File: src/include/servo_input_pkg.sv
package servo_input_pkg;

  // ----------------------------------------
  // Setup bit positions
  // ----------------------------------------
  localparam int RUN_BYPASS_BIT   = 0;
  localparam int EXT_SELECT_BIT   = 15;
  localparam int FUNC_SELECT_BIT  = 2;
  localparam int PARAM_W          = 16;

  // ----------------------------------------
  // Timing
  // ----------------------------------------
  localparam int CLOCK_MHZ        = 200;
  localparam int POWERUP_NS       = 1000;
  localparam int POWERUP_CYCLES   = (POWERUP_NS * CLOCK_MHZ + 999) / 1000;
  localparam int SYNC_STAGES      = 2;

  // ----------------------------------------
  // Types
  // ----------------------------------------
  typedef enum logic [1:0] {
    FUNC_GAIN_REDUCE,
    FUNC_PULSE_INHIBIT,
    FUNC_DIRECTION
  } mp_func_e;

  typedef enum logic [1:0] {
    SPEED_NONE,
    SPEED_ONE,
    SPEED_TWO,
    SPEED_THREE
  } speed_sel_e;

  typedef struct packed {
    logic run_in;
    logic multi_in;
    logic forward_current_limit_in;
    logic reverse_current_limit_in;
  } ctrl_in_s;

  typedef struct packed {
    logic       drive_enable;
    logic       integrator_disable;
    logic       low_gain;
    logic       pulse_discard;
    logic       internal_speed_mode;
    logic       reverse_dir;
    speed_sel_e speed_sel;
    logic       forward_limit;
    logic       reverse_limit;
  } ctrl_out_s;

endpackage

File: src/core/servo_control_input_select.sv
`timescale 1ns/1ps

module servo_control_input_select #(
  parameter int POWERUP_CYCLES = servo_input_pkg::POWERUP_CYCLES
) (
  input  wire logic                             clock,
  input  wire logic                             nrst,
  input  wire servo_input_pkg::ctrl_in_s        pins,
  input  wire logic [servo_input_pkg::PARAM_W-1:0] setup_param_one,
  input  wire logic [servo_input_pkg::PARAM_W-1:0] setup_param_two,
  output servo_input_pkg::ctrl_out_s            ctrl,
  output servo_input_pkg::mp_func_e             mp_func,
  output logic                                  powerup_done
);

  // ----------------------------------------
  // Synchroniser
  // ----------------------------------------
  servo_input_pkg::ctrl_in_s meta_q;
  servo_input_pkg::ctrl_in_s sync_q;

  always_ff @(posedge clock) begin
    if (!nrst) begin
      meta_q <= '0;
      sync_q <= '0;
    end else begin
      meta_q <= pins;
      sync_q <= meta_q;
    end
  end

  // ----------------------------------------
  // Power-up timer
  // ----------------------------------------
  localparam int CW = $clog2(POWERUP_CYCLES + 1);
  logic [CW-1:0] pu_cnt_q;
  logic          pu_done_q;

  always_ff @(posedge clock) begin
    if (!nrst) begin
      pu_cnt_q  <= '0;
      pu_done_q <= 1'b0;
    end else if (!pu_done_q) begin
      if (pu_cnt_q == CW'(POWERUP_CYCLES - 1)) begin
        pu_done_q <= 1'b1;
      end
      pu_cnt_q <= pu_cnt_q + CW'(1);
    end
  end

  assign powerup_done = pu_done_q;

  // ----------------------------------------
  // Function decode
  // ----------------------------------------
  function automatic servo_input_pkg::mp_func_e decode_func(
    input logic func_bit,
    input logic ext_bit
  );
    if (func_bit) begin
      return servo_input_pkg::FUNC_DIRECTION;
    end else if (ext_bit) begin
      return servo_input_pkg::FUNC_PULSE_INHIBIT;
    end
    return servo_input_pkg::FUNC_GAIN_REDUCE;
  endfunction

  servo_input_pkg::mp_func_e func_d;
  servo_input_pkg::mp_func_e func_q;
  logic                      bypass_q;
  logic                      func_sel_bit;
  logic                      ext_sel_bit;

  assign func_sel_bit = setup_param_two[servo_input_pkg::FUNC_SELECT_BIT];
  assign ext_sel_bit  = setup_param_one[servo_input_pkg::EXT_SELECT_BIT];
  assign func_d       = decode_func(func_sel_bit, ext_sel_bit);

  always_ff @(posedge clock) begin
    if (!nrst) begin
      func_q   <= servo_input_pkg::FUNC_GAIN_REDUCE;
      bypass_q <= 1'b0;
    end else begin
      func_q   <= func_d;
      bypass_q <= setup_param_one[servo_input_pkg::RUN_BYPASS_BIT];
    end
  end

  assign mp_func = func_q;

  // ----------------------------------------
  // Output decode
  // ----------------------------------------
  servo_input_pkg::ctrl_out_s ctrl_d;
  servo_input_pkg::ctrl_out_s ctrl_q;
  logic                       gain_reduce_in;
  logic                       pulse_inhibit_in;
  logic                       internal_speed_direction_in;
  logic                       speed_select_one;
  logic                       speed_select_two;
  logic                       dir_mode;

  always_comb begin
    gain_reduce_in              = 1'b0;
    pulse_inhibit_in            = 1'b0;
    internal_speed_direction_in = 1'b0;
    case (func_q)
      servo_input_pkg::FUNC_GAIN_REDUCE: begin
        gain_reduce_in = sync_q.multi_in;
      end
      servo_input_pkg::FUNC_PULSE_INHIBIT: begin
        pulse_inhibit_in = sync_q.multi_in;
      end
      servo_input_pkg::FUNC_DIRECTION: begin
        internal_speed_direction_in = sync_q.multi_in;
      end
      default: begin
        gain_reduce_in = 1'b0;
      end
    endcase
  end

  assign dir_mode         = (func_q == servo_input_pkg::FUNC_DIRECTION);
  assign speed_select_one = dir_mode & sync_q.forward_current_limit_in;
  assign speed_select_two = dir_mode & sync_q.reverse_current_limit_in;

  always_comb begin
    ctrl_d = '0;
    ctrl_d.drive_enable = bypass_q ? pu_done_q
                                   : (pu_done_q & sync_q.run_in);
    ctrl_d.integrator_disable  = gain_reduce_in;
    ctrl_d.low_gain            = gain_reduce_in;
    ctrl_d.pulse_discard       = pulse_inhibit_in;
    ctrl_d.internal_speed_mode = dir_mode;
    ctrl_d.reverse_dir         = internal_speed_direction_in;
    ctrl_d.speed_sel = servo_input_pkg::speed_sel_e'(
      {speed_select_two, speed_select_one});
    ctrl_d.forward_limit = !dir_mode & sync_q.forward_current_limit_in;
    ctrl_d.reverse_limit = !dir_mode & sync_q.reverse_current_limit_in;
  end

  always_ff @(posedge clock) begin
    if (!nrst) begin
      ctrl_q <= '0;
    end else begin
      ctrl_q <= ctrl_d;
    end
  end

  assign ctrl = ctrl_q;

  // ----------------------------------------
  // Checks
  // ----------------------------------------
  a_run_off_no_drive: assert property (@(posedge clock)
    disable iff (!nrst)
    (!bypass_q && !sync_q.run_in) |=> !ctrl_q.drive_enable)
    else $error("drive enabled without run");

  a_run_on_drive: assert property (@(posedge clock)
    disable iff (!nrst)
    (!bypass_q && sync_q.run_in && pu_done_q) |=> ctrl_q.drive_enable)
    else $error("run did not enable drive");

  a_bypass_ignores_run: assert property (@(posedge clock)
    disable iff (!nrst)
    (bypass_q && pu_done_q) |=> ctrl_q.drive_enable)
    else $error("bypass did not force drive");

  a_auto_servo_on: assert property (@(posedge clock)
    disable iff (!nrst)
    $rose(pu_done_q) && bypass_q && $stable(bypass_q)
      |=> ctrl_q.drive_enable)
    else $error("no automatic servo on");

  a_powerup_hold: assert property (@(posedge clock)
    disable iff (!nrst)
    !pu_done_q |=> !ctrl_q.drive_enable)
    else $error("drive enabled before power-up");

  a_func_decode: assert property (@(posedge clock)
    disable iff (!nrst)
    nrst |=> func_q == ($past(func_sel_bit) ? servo_input_pkg::FUNC_DIRECTION
      : $past(ext_sel_bit) ? servo_input_pkg::FUNC_PULSE_INHIBIT
      : servo_input_pkg::FUNC_GAIN_REDUCE))
    else $error("function decode wrong");

  a_gain_integ: assert property (@(posedge clock)
    disable iff (!nrst)
    (func_q == servo_input_pkg::FUNC_GAIN_REDUCE && sync_q.multi_in)
      |=> ctrl_q.integrator_disable && ctrl_q.low_gain)
    else $error("gain reduction not applied");

  a_gain_release: assert property (@(posedge clock)
    disable iff (!nrst)
    !sync_q.multi_in |=> !ctrl_q.low_gain && !ctrl_q.reverse_dir)
    else $error("gain not restored");

  a_pulse_discard: assert property (@(posedge clock)
    disable iff (!nrst)
    ctrl_q.pulse_discard == ($past(sync_q.multi_in)
      && $past(func_q) == servo_input_pkg::FUNC_PULSE_INHIBIT))
    else $error("pulse discard wrong");

  a_dir_reverse: assert property (@(posedge clock)
    disable iff (!nrst)
    (dir_mode && sync_q.multi_in) |=> ctrl_q.reverse_dir
      && ctrl_q.internal_speed_mode)
    else $error("direction not reverse");

  a_speed_select: assert property (@(posedge clock)
    disable iff (!nrst)
    !dir_mode |=> ctrl_q.speed_sel == servo_input_pkg::SPEED_NONE)
    else $error("speed select outside direction mode");

endmodule

File: config.mk
export PLATFORM = sky130hd
export DESIGN_NAME = servo_control_input_select
export DESIGN_NICKNAME = d
export VERILOG_FILES = /design/src/include/servo_input_pkg.sv /design/src/core/servo_control_input_select.sv
export SDC_FILE = /design/constraint.sdc
export NUM_CORES = 1
export LEC_CHECK = 0
export BUFFER_PORTS_ARGS = -buffer_cell sky130_fd_sc_hd__buf_2
export CAP_MARGIN = 20
export CORE_MARGIN = 3
export CORE_UTILIZATION = 46
export DETAILED_ROUTE_END_ITERATION = 10
export PLACE_DENSITY = 0.9
export SYNTH_ARGS = -nofsm -noshare
export SYNTH_HDL_FRONTEND = slang
export SYNTH_SLANG_ARGS = --single-unit
File: constraint.sdc
create_clock -name clock -period 3.3 [get_ports clock]
set_clock_uncertainty 0.1 [all_clocks]
set_input_delay 0 -clock clock [delete_from_list [all_inputs] [get_ports clock]]
set_output_delay 0 -clock clock [all_outputs]
set_load 0.05 [all_outputs]
==> metrics.txt, run 1 <==
outcome=finished, final reports clean; top post-synthesis cells by count=29 x dfxtp_1, 15 x and2_1, 5 x nand2_1, 5 x nor2_1, 4 x xnor2_1; Int Power=0.5668 mW; Rows=16; DR iter-0 viols=8; VDD IR max=0.3250 mV; R2R Path Start=pu_cnt_q[0]$_SDFFE_PN0N_; Register Area=between 500 and 600 um2; clock power share=between 40% and 50%; setup violators final=0; nets=about 160; Max Clock Freq=approximately 680 MHz; Reg power frac=a little over 50%; post-synthesis async set-or-reset flop share=0%; CP Data Arrival Time=1.63 ns; CTS tree=done; CP Capture Type=register; fill count=150; RSZ-0062 raised after global routing=false; CP max stage delay=between 0.4 and 0.5 ns; # clock sinks=29; worst slew pin tran=~0.33 ns; Yosys cell types=24; ys flop type=dfxtp_1; die width=~52 um; Tcrit/Tclk final=about 45%; switching part of the total=20.20%; Crit Path Max Fanout=3; I/O Buffers=21; Layout area overhead=33.72%; dpl ws=1.850 ns; Core Util, Final=roughly two thirds; hold crit path type=in -> reg; Clk Latency, worst-skew pair=between 0.3 and 0.4 ns; Max Root-Sink Buffers=2; Lkg Pwr=~0.60 nW; hpwl dp=1.010 mm; synthesis-stage register bit count=29; Critical Path RT=~3.5 ns; First-pass DRT Iterations=4; layout cells sized above 1=between 20% and 30%; final wirelength=~1.6 mm; Synth area leaders=dfxtp_1 60%, and2_1 9.7%, xnor2_1 3.6%; Die Area=approximately 0.0027 mm2; Mapped Nets=126; Root Buffer=clkbuf_4; final setup TNS=0 ns; total grt overflow=0; H-tree depth=2; pin count of the biggest net entering global routing=26; first-pass GRT wire length=~2.8 mm; Vias=roughly 710; Post-Syn Instances=87; most frequent cell after synthesis=dfxtp_1; PwrDens=~550 mW/mm2; ant diodes=0; Slowest cell on crit path=dfxtp_1; Critical Path Start Type=register; Cell Area, Synth=a little under 0.001 mm2; initial antenna violation count=0; switching power=~0.14 mW; total power=0.7103 mW; syn avg cell area=roughly 11 um2; Slew Limit Fails=0; Num CTS Buffers=5; Via density=around 4.7; die height=around 52 um; drt wl/cell=10.45 um; post-synth top area share=59.72%; area leader, netlist=dfxtp_1; Max-Slew Margin vs Limit=between 70% and 80%; Final min period=~1.5 ns; crit path kind=reg -> reg; Post-synth EDFFs=0; sequential area share after synthesis=approximately 60%; drt drc=0; vias in the first global route=671; worst path cell trace=ha_1, nand4b_1, or3_1, a21boi_1; clock transition at the registers of the reported paths=0.09 ns; Yosys warning total=0; Worst Setup EP=pu_cnt_q[6]$_SDFFE_PN0N_; Final GP Congestion=0.7311; footprint of the multi-input gates=365.4 um2; Initial Util=between 40% and 50%; MaxCap Viol Count=0; RR Endpoint=pu_cnt_q[6]$_SDFFE_PN0N_; FF-to-FF path depth=4; Comb pwr share=between 6 and 7%; reg2reg setup slack=between 1.5 and 2 ns; global-route total usage across every layer=15.36%; Ports=51; CP startpoint=pu_cnt_q[0]$_SDFFE_PN0N_; Core ar.=between 0.0015 and 0.002 mm2; Final ANT Viol Nets=0; post-route setup slack=between 1.5 and 2 ns; endpoints failing hold=0
## cell usage in the layout, fill, tap and decap left out
| cell type | instances |
|---|---|
| dfxtp_1 | 29 |
| buf_2 | 21 |
| and2_1 | 15 |
| dlygate4sd3_1 | 13 |
| nand2_1 | 5 |
| nor2_1 | 5 |
| clkbuf_4 | 5 |
| xnor2_1 | 4 |
| o21ai_0 | 3 |
| or3_1 | 3 |
| a21boi_1 | 3 |
| nand4b_1 | 2 |
| nor2b_1 | 2 |
| nand2b_1 | 2 |
| nand4b_4 | 1 |
| nand4_1 | 1 |
| nor4b_1 | 1 |
| o21a_1 | 1 |
| and3b_1 | 1 |
| o211a_1 | 1 |
| nor3b_1 | 1 |
| nor3_1 | 1 |
| mux2i_1 | 1 |
| ha_1 | 1 |
| clkbuf_8 | 1 |
| bufinv_16 | 1 |
| clkbuf_1 | 1 |
## registers in the layout, indices dropped and copies added, names as in the netlist
name / cells
powerup_done: 1
mp_func: 2
sync_q: 4
bypass_q: 1
pu_cnt_q: 8
ctrl: 9
meta_q: 4
## critical path: cells and delay by family (launching register included)
| kind | cells | cell delay (ns) |
|---|---|---|
| flops | 1 | 0.42 |
| compound gates | 1 | 0.14 |
| simple gates | 2 | 0.52 |
| fa+ha+maj | 1 | 0.23 |
## power by group through the flow
stage | clock, mW | combinational, mW | sequential, mW
after floorplan | 0 | 0.0175 | 0.385
after global placement | 0 | 0.0365 | 0.375
after detailed placement | 0 | 0.0375 | 0.376
after CTS | 0.301 | 0.0492 | 0.368
after global routing | 0.321 | 0.0544 | 0.369
final | 0.293 | 0.0492 | 0.368
## through the flow
stage                     area (um2)  hold slack, ns  instances
after floorplan                972.2         0.02171         87
after global placement          1085          0.1046        131
after detailed placement        1085          0.1081        131
after CTS                       1300          0.3155        152
after global routing            1300          0.3197        152
final                           1300          0.3230        152
## worst min path at each step
stage                            end               start  depth (start not counted)
4_1_cts        mp_func[1]$_SDFF_PN0_  setup_param_two[2]                          3
5_1_grt        mp_func[1]$_SDFF_PN0_  setup_param_two[2]                          3
3_5_place_dp     bypass_q$_SDFF_PN0_  setup_param_one[0]                          2
2_1_floorplan  mp_func[1]$_SDFF_PN0_  setup_param_two[2]                          1
6_report       mp_func[1]$_SDFF_PN0_  setup_param_two[2]                          3
3_3_place_gp     bypass_q$_SDFF_PN0_  setup_param_one[0]                          2
## cells by family (layout without fill, tap and decap cells)
group                      Yosys count  in the layout  share of synthesized area, %
and+or+nand+nor                     40             40                         26.00
adders and majority gates            1              1                         1.287
muxes                                1              1                         1.030
xor gates and xnor gates             4              4                         3.603
AOI/OAI and AO/OA                    8              8                         5.663
buffers and inverters                4             42                         2.703
DFF                                 29             29                         59.72
## routing by layer
layer / track usage, % / share of wire (%)
met2: 23.85 / 51
met4: 10.48 / 2.8
met3: 8.596 / 6.7
met1: 15.47 / 40
met5: 0 / 0
## what timing repair did
item / CTS / global route
endpoints found under the setup margin: 0 / 0
gates resized for setup: 0 / 0
setup buffers: 0 / 0
hold buffers: 13 / 0
hold endpoints to repair: 25 / 0
## layout make-up
cell class	instances	area share, %
sequential	29	44.66
multi-input combinational	54	28.10
timing repair buffer	34	18.09
clock buffer	7	4.235
tap	27	2.599
clock inverter	1	2.310
(Power assumes the default switching activity.)
==> run 2, diff against run 1 <==
--- a/config.mk
+++ b/config.mk
@@ -8,9 +8,9 @@
 export BUFFER_PORTS_ARGS = -buffer_cell sky130_fd_sc_hd__buf_2
 export CAP_MARGIN = 20
 export CORE_MARGIN = 3
-export CORE_UTILIZATION = 46
+export CORE_UTILIZATION = 43
 export DETAILED_ROUTE_END_ITERATION = 10
-export PLACE_DENSITY = 0.9
+export PLACE_DENSITY = 0.86
 export SYNTH_ARGS = -nofsm -noshare
 export SYNTH_HDL_FRONTEND = slang
 export SYNTH_SLANG_ARGS = --single-unit
==> constraint.sdc (replaced) <==
create_clock -name clock -period 1.5 [get_ports clock]
set_clock_uncertainty 0.1 [all_clocks]
set_input_delay 0 -clock clock [delete_from_list [all_inputs] [get_ports clock]]
set_output_delay 0 -clock clock [all_outputs]
set_load 0.05 [all_outputs]
==> run 2 against run 1 <==
Effect of this change: combinational power increased by 100%; highest routed layer unchanged; setup slack got worse by 1.7 ns; count of clock-buffer cells in the layout unchanged; worst hold slack improved by 0.013 ns; final cell count decreased by 2.6%; largest power group unchanged; maximum frequency increased by 6.2%; sequential share of layout area increased by 2.2 points; register-to-register slack got worse by 1.7 ns.
==> metrics.txt, run 2 (same netlist as run 1, synthesis figures left out) <==
DRT met1 WL=658 um (+4.1%); CTS tree=done; Max Root-Sink Buffers=2 (unchanged); worst slew pin tran=0.3261 ns (-0.00007200 ns); Initial Util=47.61% (-1.4 points); drt drc=0 (unchanged); Critical Path Start Type=register; RR Endpoint=pu_cnt_q[6]$_SDFFE_PN0N_; Root Buffer=clkbuf_4; Num CTS Buffers=5 (unchanged); Slowest cell on crit path=dfxtp_2; hold_ws=0.3356 ns (+0.01262 ns); # clock sinks=29 (unchanged); PwrDens=1149 mW/mm2 (+110%); commonest non-fill, non-tap cells in the layout=27 x dfxtp_1, 21 x buf_2, 15 x and2_1; DP Area=0.001092 mm2 (+0.69%); Layout area overhead=28.06%; final setup TNS=0 ns (unchanged); Die Area=0.002868 mm2 (+6.2%); nets=159 (-2.5%); CP Capture Type=register; Vias=710 (+0.42%); layout cells sized above 1=27.27% (+4.1 points); first-pass GRT wire length=2.691 mm (-4.4%); total power=1.430 mW (+100%); Worst Hold Depth=3 (unchanged); Via density=4.797 (+3.1%); crit path kind=reg -> reg; commonest non-fill, non-tap cell in the layout=dfxtp_1; setup violators final=0 (unchanged); MaxCap Viol Count=0 (unchanged); pin count of the biggest net entering global routing=26 (unchanged); CP max stage delay=0.38 ns (-0.04 ns); Tcrit/Tclk final=92.66% (+48 points); met2 WL post-DR=905 um (+12%); clock transition at the registers of the reported paths=0.09 ns (about the same); R2R Path Start=pu_cnt_q[0]$_SDFFE_PN0N_; Max-Slew Margin vs Limit=78.26% (about the same); cell area after layout=0.001245 mm2 (-4.2%); CP Data Arrival Time=1.54 ns (-0.09 ns); Final ANT Viol Nets=0 (unchanged); First-pass DRT Iterations=5 (+1); Core Util, Final=60.97% (-4.6 points); I/O Buffers=21 (unchanged); endpoints failing hold=0 (unchanged); total grt overflow=0 (unchanged); global-route total usage across every layer=13.55% (-1.8 points); min-delay src=pins[0]; H-tree depth=2 (unchanged); DR iter-0 viols=9 (+1); Clk Latency, worst-skew pair=0.31 ns (about the same); Final GP Congestion=0.8057 (+10%); metal3 WL=117 um (+10%); Rows=16 (unchanged); final wirelength=1.693 mm (+6.6%); Max Clock Freq=719.5 MHz (+6.2%); initial antenna violation count=0 (unchanged); Highest Signal Layer=met4; Lkg Pwr=0.5777 nW (-4.3%); die width=53.55 um (+3.0%); FF-to-FF path depth=4 (unchanged); drt wl/cell=11.44 um (+9.5%); vias in the first global route=680 (+1.3%); RSZ-0062 raised after global routing=false; reg2reg setup slack=0.11 ns (-1.71 ns); Core ar.=0.002042 mm2 (+3.0%); worst path cell trace=ha_1, nand4b_1, or3_1, a21boi_1; max reg flops=9 (unchanged); Critical Path RT=1.65 ns (-1.80 ns); outcome=finished, final reports clean; hold crit path type=in -> reg; VDD IR max=0.9379 mV (+190%); die height=53.55 um (+3.0%); hold path endpoint=meta_q[0]$_SDFF_PN0_; Ports=51 (unchanged); ant diodes=0 (unchanged); Crit Path Max Fanout=3 (unchanged); Slew Limit Fails=0 (unchanged); Final min period=1.390 ns (-0.08586 ns)
run 2: stage by stage:
step / setup slack, ns / instances
after floorplan: 0.009196 / 87
after global routing: 0.04613 / 148
after CTS: 0.04297 / 148
after global placement: 0.1031 / 132
after detailed placement: 0.05402 / 132
final: 0.1101 / 148
run 2: worst max-delay path, delay by kind of cell, from the launching register on:
family,cells,cell delay (ns)
AOI/OAI and AO/OA,1,0.14
adders and majority gates,1,0.21
DFF,1,0.38
and+or+nand+nor,2,0.51
run 2: worst max-delay path by stage:
stage	slack, ns	startpoint	endpoint	cells after the start
after floorplan	0.009	powerup_done$_SDFF_PN0_	pu_cnt_q[5]$_SDFFE_PN0N_	4
after global placement	0.10	pu_cnt_q[0]$_SDFFE_PN0N_	pu_cnt_q[6]$_SDFFE_PN0N_	4
after detailed placement	0.05	pu_cnt_q[0]$_SDFFE_PN0N_	pu_cnt_q[6]$_SDFFE_PN0N_	4
after CTS	0.04	pu_cnt_q[0]$_SDFFE_PN0N_	pu_cnt_q[6]$_SDFFE_PN0N_	4
after global routing	0.05	pu_cnt_q[0]$_SDFFE_PN0N_	pu_cnt_q[6]$_SDFFE_PN0N_	4
final	0.11	pu_cnt_q[0]$_SDFFE_PN0N_	pu_cnt_q[6]$_SDFFE_PN0N_	4
run 2: layout make-up:
| type | count | area (um2) |
|---|---|---|
| Sequential cell | 29 | 583.1 |
| Multi-Input combinational cell | 54 | 365.4 |
| Timing Repair Buffer | 30 | 192.7 |
| Clock buffer | 7 | 65.06 |
| Clock inverter | 1 | 5.005 |
| Tap cell | 27 | 33.78 |
| Fill cell | 180 | 797.0 |
run 2: power breakdown:
part	total, mW	internal [mW]	leakage, nW	switching, mW
Sequential	0.811	0.795	0.238	0.0159
Clock	0.519	0.271	0.0413	0.248
Combinational	0.100	0.0471	0.299	0.0531
run 2: repair_timing:
| action | in CTS | in global routing |
|---|---|---|
| endpoints found under the setup margin | 0 | 1 |
| resized for setup | 0 | 2 |
| hold buffers | 8 | 0 |
| hold endpoints to repair | 9 | 0 |
| setup buffers | 0 | 0 |
run 2: routing by layer:
metal	vias to the layer above	global-route usage (%)
met5	-	0
met1	323	14.01
met3	2	6.648
met2	31	22.65
li1	354	-
met4	0	6.809
==> run 3, diff against run 2 <==
--- a/config.mk
+++ b/config.mk
@@ -8,9 +8,9 @@
 export BUFFER_PORTS_ARGS = -buffer_cell sky130_fd_sc_hd__buf_2
 export CAP_MARGIN = 20
 export CORE_MARGIN = 3
-export CORE_UTILIZATION = 43
+export CORE_UTILIZATION = 30
 export DETAILED_ROUTE_END_ITERATION = 10
-export PLACE_DENSITY = 0.86
+export PLACE_DENSITY = 0.66
 export SYNTH_ARGS = -nofsm -noshare
 export SYNTH_HDL_FRONTEND = slang
 export SYNTH_SLANG_ARGS = --single-unit
==> constraint.sdc (replaced) <==
create_clock -name clock -period 1.6 [get_ports clock]
set_clock_uncertainty 0.1 [all_clocks]
set_input_delay 0 -clock clock [delete_from_list [all_inputs] [get_ports clock]]
set_output_delay 0 -clock clock [all_outputs]
set_load 0.05 [all_outputs]
==> run 3 against run 2 <==
Effect of this change: combinational power fell by 7%; global-route usage decreased by 4.7 points; critical endpoint unchanged; largest power group unchanged; first-iteration DRC count decreased by 78%; final cell count is 9.5% higher.
==> metrics.txt, run 3 (same netlist as run 1, synthesis figures left out) <==
outcome=finished, final reports clean; Layout area overhead=26.38%; Crit Path Max Fanout=3 (unchanged); CP Data Arrival Time=1.58 ns (+0.04 ns); hold-fix buffer count after cts=8 (unchanged); setup violators final=0 (unchanged); I/O Buffers=21 (unchanged); total grt overflow=0 (unchanged); Rows=20 (+4); final wirelength=1.489 mm (-12%); First-pass DRT Iterations=3 (-2); Int Power=0.9399 mW (-16%); Critical Path RT=1.75 ns (+0.10 ns); FF-to-FF path depth=4 (unchanged); Comb pwr share=7.6% (+0.6 points); Final ANT Viol Nets=0 (unchanged); Max Clock Freq=702.6 MHz (-2.3%); Max-Slew Margin vs Limit=78.46% (+0.20 points); Core Util, Final=39.92% (-21 points); drt drc=0 (unchanged); RSZ-0062 raised after global routing=false; H-tree depth=2 (unchanged); Core ar.=0.003078 mm2 (+51%); Slew Limit Fails=0 (unchanged); pin count of the biggest net entering global routing=26 (unchanged); endpoints failing hold=0 (unchanged); die width=62.93 um (+18%); Worst Setup EP=pu_cnt_q[6]$_SDFFE_PN0N_; drt wl/cell=9.191 um (-20%); Die Area=0.003960 mm2 (+38%); Tcrit/Tclk final=88.95% (-3.7 points); commonest non-fill, non-tap cells in the layout=29 x dfxtp_1, 21 x buf_2, 15 x and2_1; clock transition at the registers of the reported paths=0.08 ns (about the same); PwrDens=996.6 mW/mm2 (-13%); CP Capture Type=register; fill count=299 (+66%); first-pass GRT wire length=2.718 mm (+1.0%); # clock sinks=29 (unchanged); Clk Latency, worst-skew pair=0.31 ns (about the same); clock power share=30.5% (-5.8 points); global-route total usage across every layer=8.824% (-4.7 points); vias in the first global route=671 (-1.3%); reg2reg setup slack=0.18 ns (+0.07 ns); Vias=660 (-7.0%); ant diodes=0 (unchanged); DR iter-0 viols=2 (-7); hold crit path type=in -> reg; Final GP Congestion=0.7261 (-9.9%); Lkg Pwr=0.5573 nW (-3.5%); MaxCap Viol Count=0 (unchanged); max reg flops=9 (unchanged); total power=1.225 mW (-14%); Critical Path Start Type=register; switching power=0.2846 mW (-10%); post-cts resize count=0 (unchanged); Via density=4.074 (-15%); Final min period=1.423 ns (+0.03337 ns); VDD IR max=0.4120 mV (-56%); Initial Util=31.59% (-16 points); CTS tree=done; CP startpoint=pu_cnt_q[0]$_SDFFE_PN0N_; crit path kind=reg -> reg; Worst Hold Depth=3 (unchanged); Num CTS Buffers=5 (unchanged); Reg power frac=61.9% (+5.2 points); R2R Path Start=pu_cnt_q[0]$_SDFFE_PN0N_; min-delay src=pins[0]; initial antenna violation count=0 (unchanged); switching part of the total=23.24% (+1.1 points); die height=62.93 um (+18%); total setup buffers inserted after CTS=0 (unchanged); commonest non-fill, non-tap cell in the layout=dfxtp_1; Max Root-Sink Buffers=2 (unchanged); worst slew pin tran=0.3232 ns (-0.002935 ns); nets=158 (-0.63%); Root Buffer=clkbuf_4; layout cells sized above 1=23.73% (-3.5 points); final setup TNS=0 ns (unchanged); RR Endpoint=pu_cnt_q[6]$_SDFFE_PN0N_; Ports=51 (unchanged)
## run 3: stage by stage
step	instance area, um2	hold slack, ns	cells	setup slack [ns]
after floorplan	972.2	0.02171	87	0.1092
after global placement	1106	0.1082	148	0.2119
after detailed placement	1106	0.1097	148	0.1646
after CTS	1229	0.2999	162	0.1614
after global routing	1229	0.3140	162	0.06434
final	1229	0.3204	162	0.1767
## run 3: power by group through the flow
stage / Sequential [mW] / Clock (mW) / Combinational [mW]
2_1_floorplan: 0.795 / 0 / 0.0361
3_3_place_gp: 0.775 / 0 / 0.0768
3_5_place_dp: 0.775 / 0 / 0.0793
4_1_cts: 0.758 / 0.390 / 0.0940
5_1_grt: 0.761 / 0.424 / 0.102
6_report: 0.758 / 0.374 / 0.0926
## run 3: critical path, cell delays in order (launching register included)
cell and delay [ns]:
dfxtp_1 0.41, ha_1 0.22, nand4b_1 0.16, or3_1 0.34, a21boi_1 0.13
## run 3: worst min-delay path by stage
stage / to
global placement: meta_q[3]$_SDFF_PN0_
floorplan: mp_func[1]$_SDFF_PN0_
detailed placement: meta_q[0]$_SDFF_PN0_
global route: mp_func[1]$_SDFF_PN0_
CTS: meta_q[0]$_SDFF_PN0_
finish: meta_q[0]$_SDFF_PN0_
## run 3: per-layer routing
metal  GRT usage, %  wire length (um)  vias to the layer above
met3          5.396               106                        2
met5              0                 0                        -
met2          15.42               708                       19
met4          3.306                15                        0
li1               -                 -                      349
met1          8.315               659                      290
## run 3: cell type report
cell class / instances / area (um2) / share of cell area, %
timing repair buffer: 29 / 185.2 / 15.07
sequential: 29 / 580.6 / 47.25
clock inverter: 1 / 5.005 / 0.4073
tap: 44 / 55.05 / 4.481
clock buffer: 5 / 37.54 / 3.055
multi-input combinational: 54 / 365.4 / 29.74
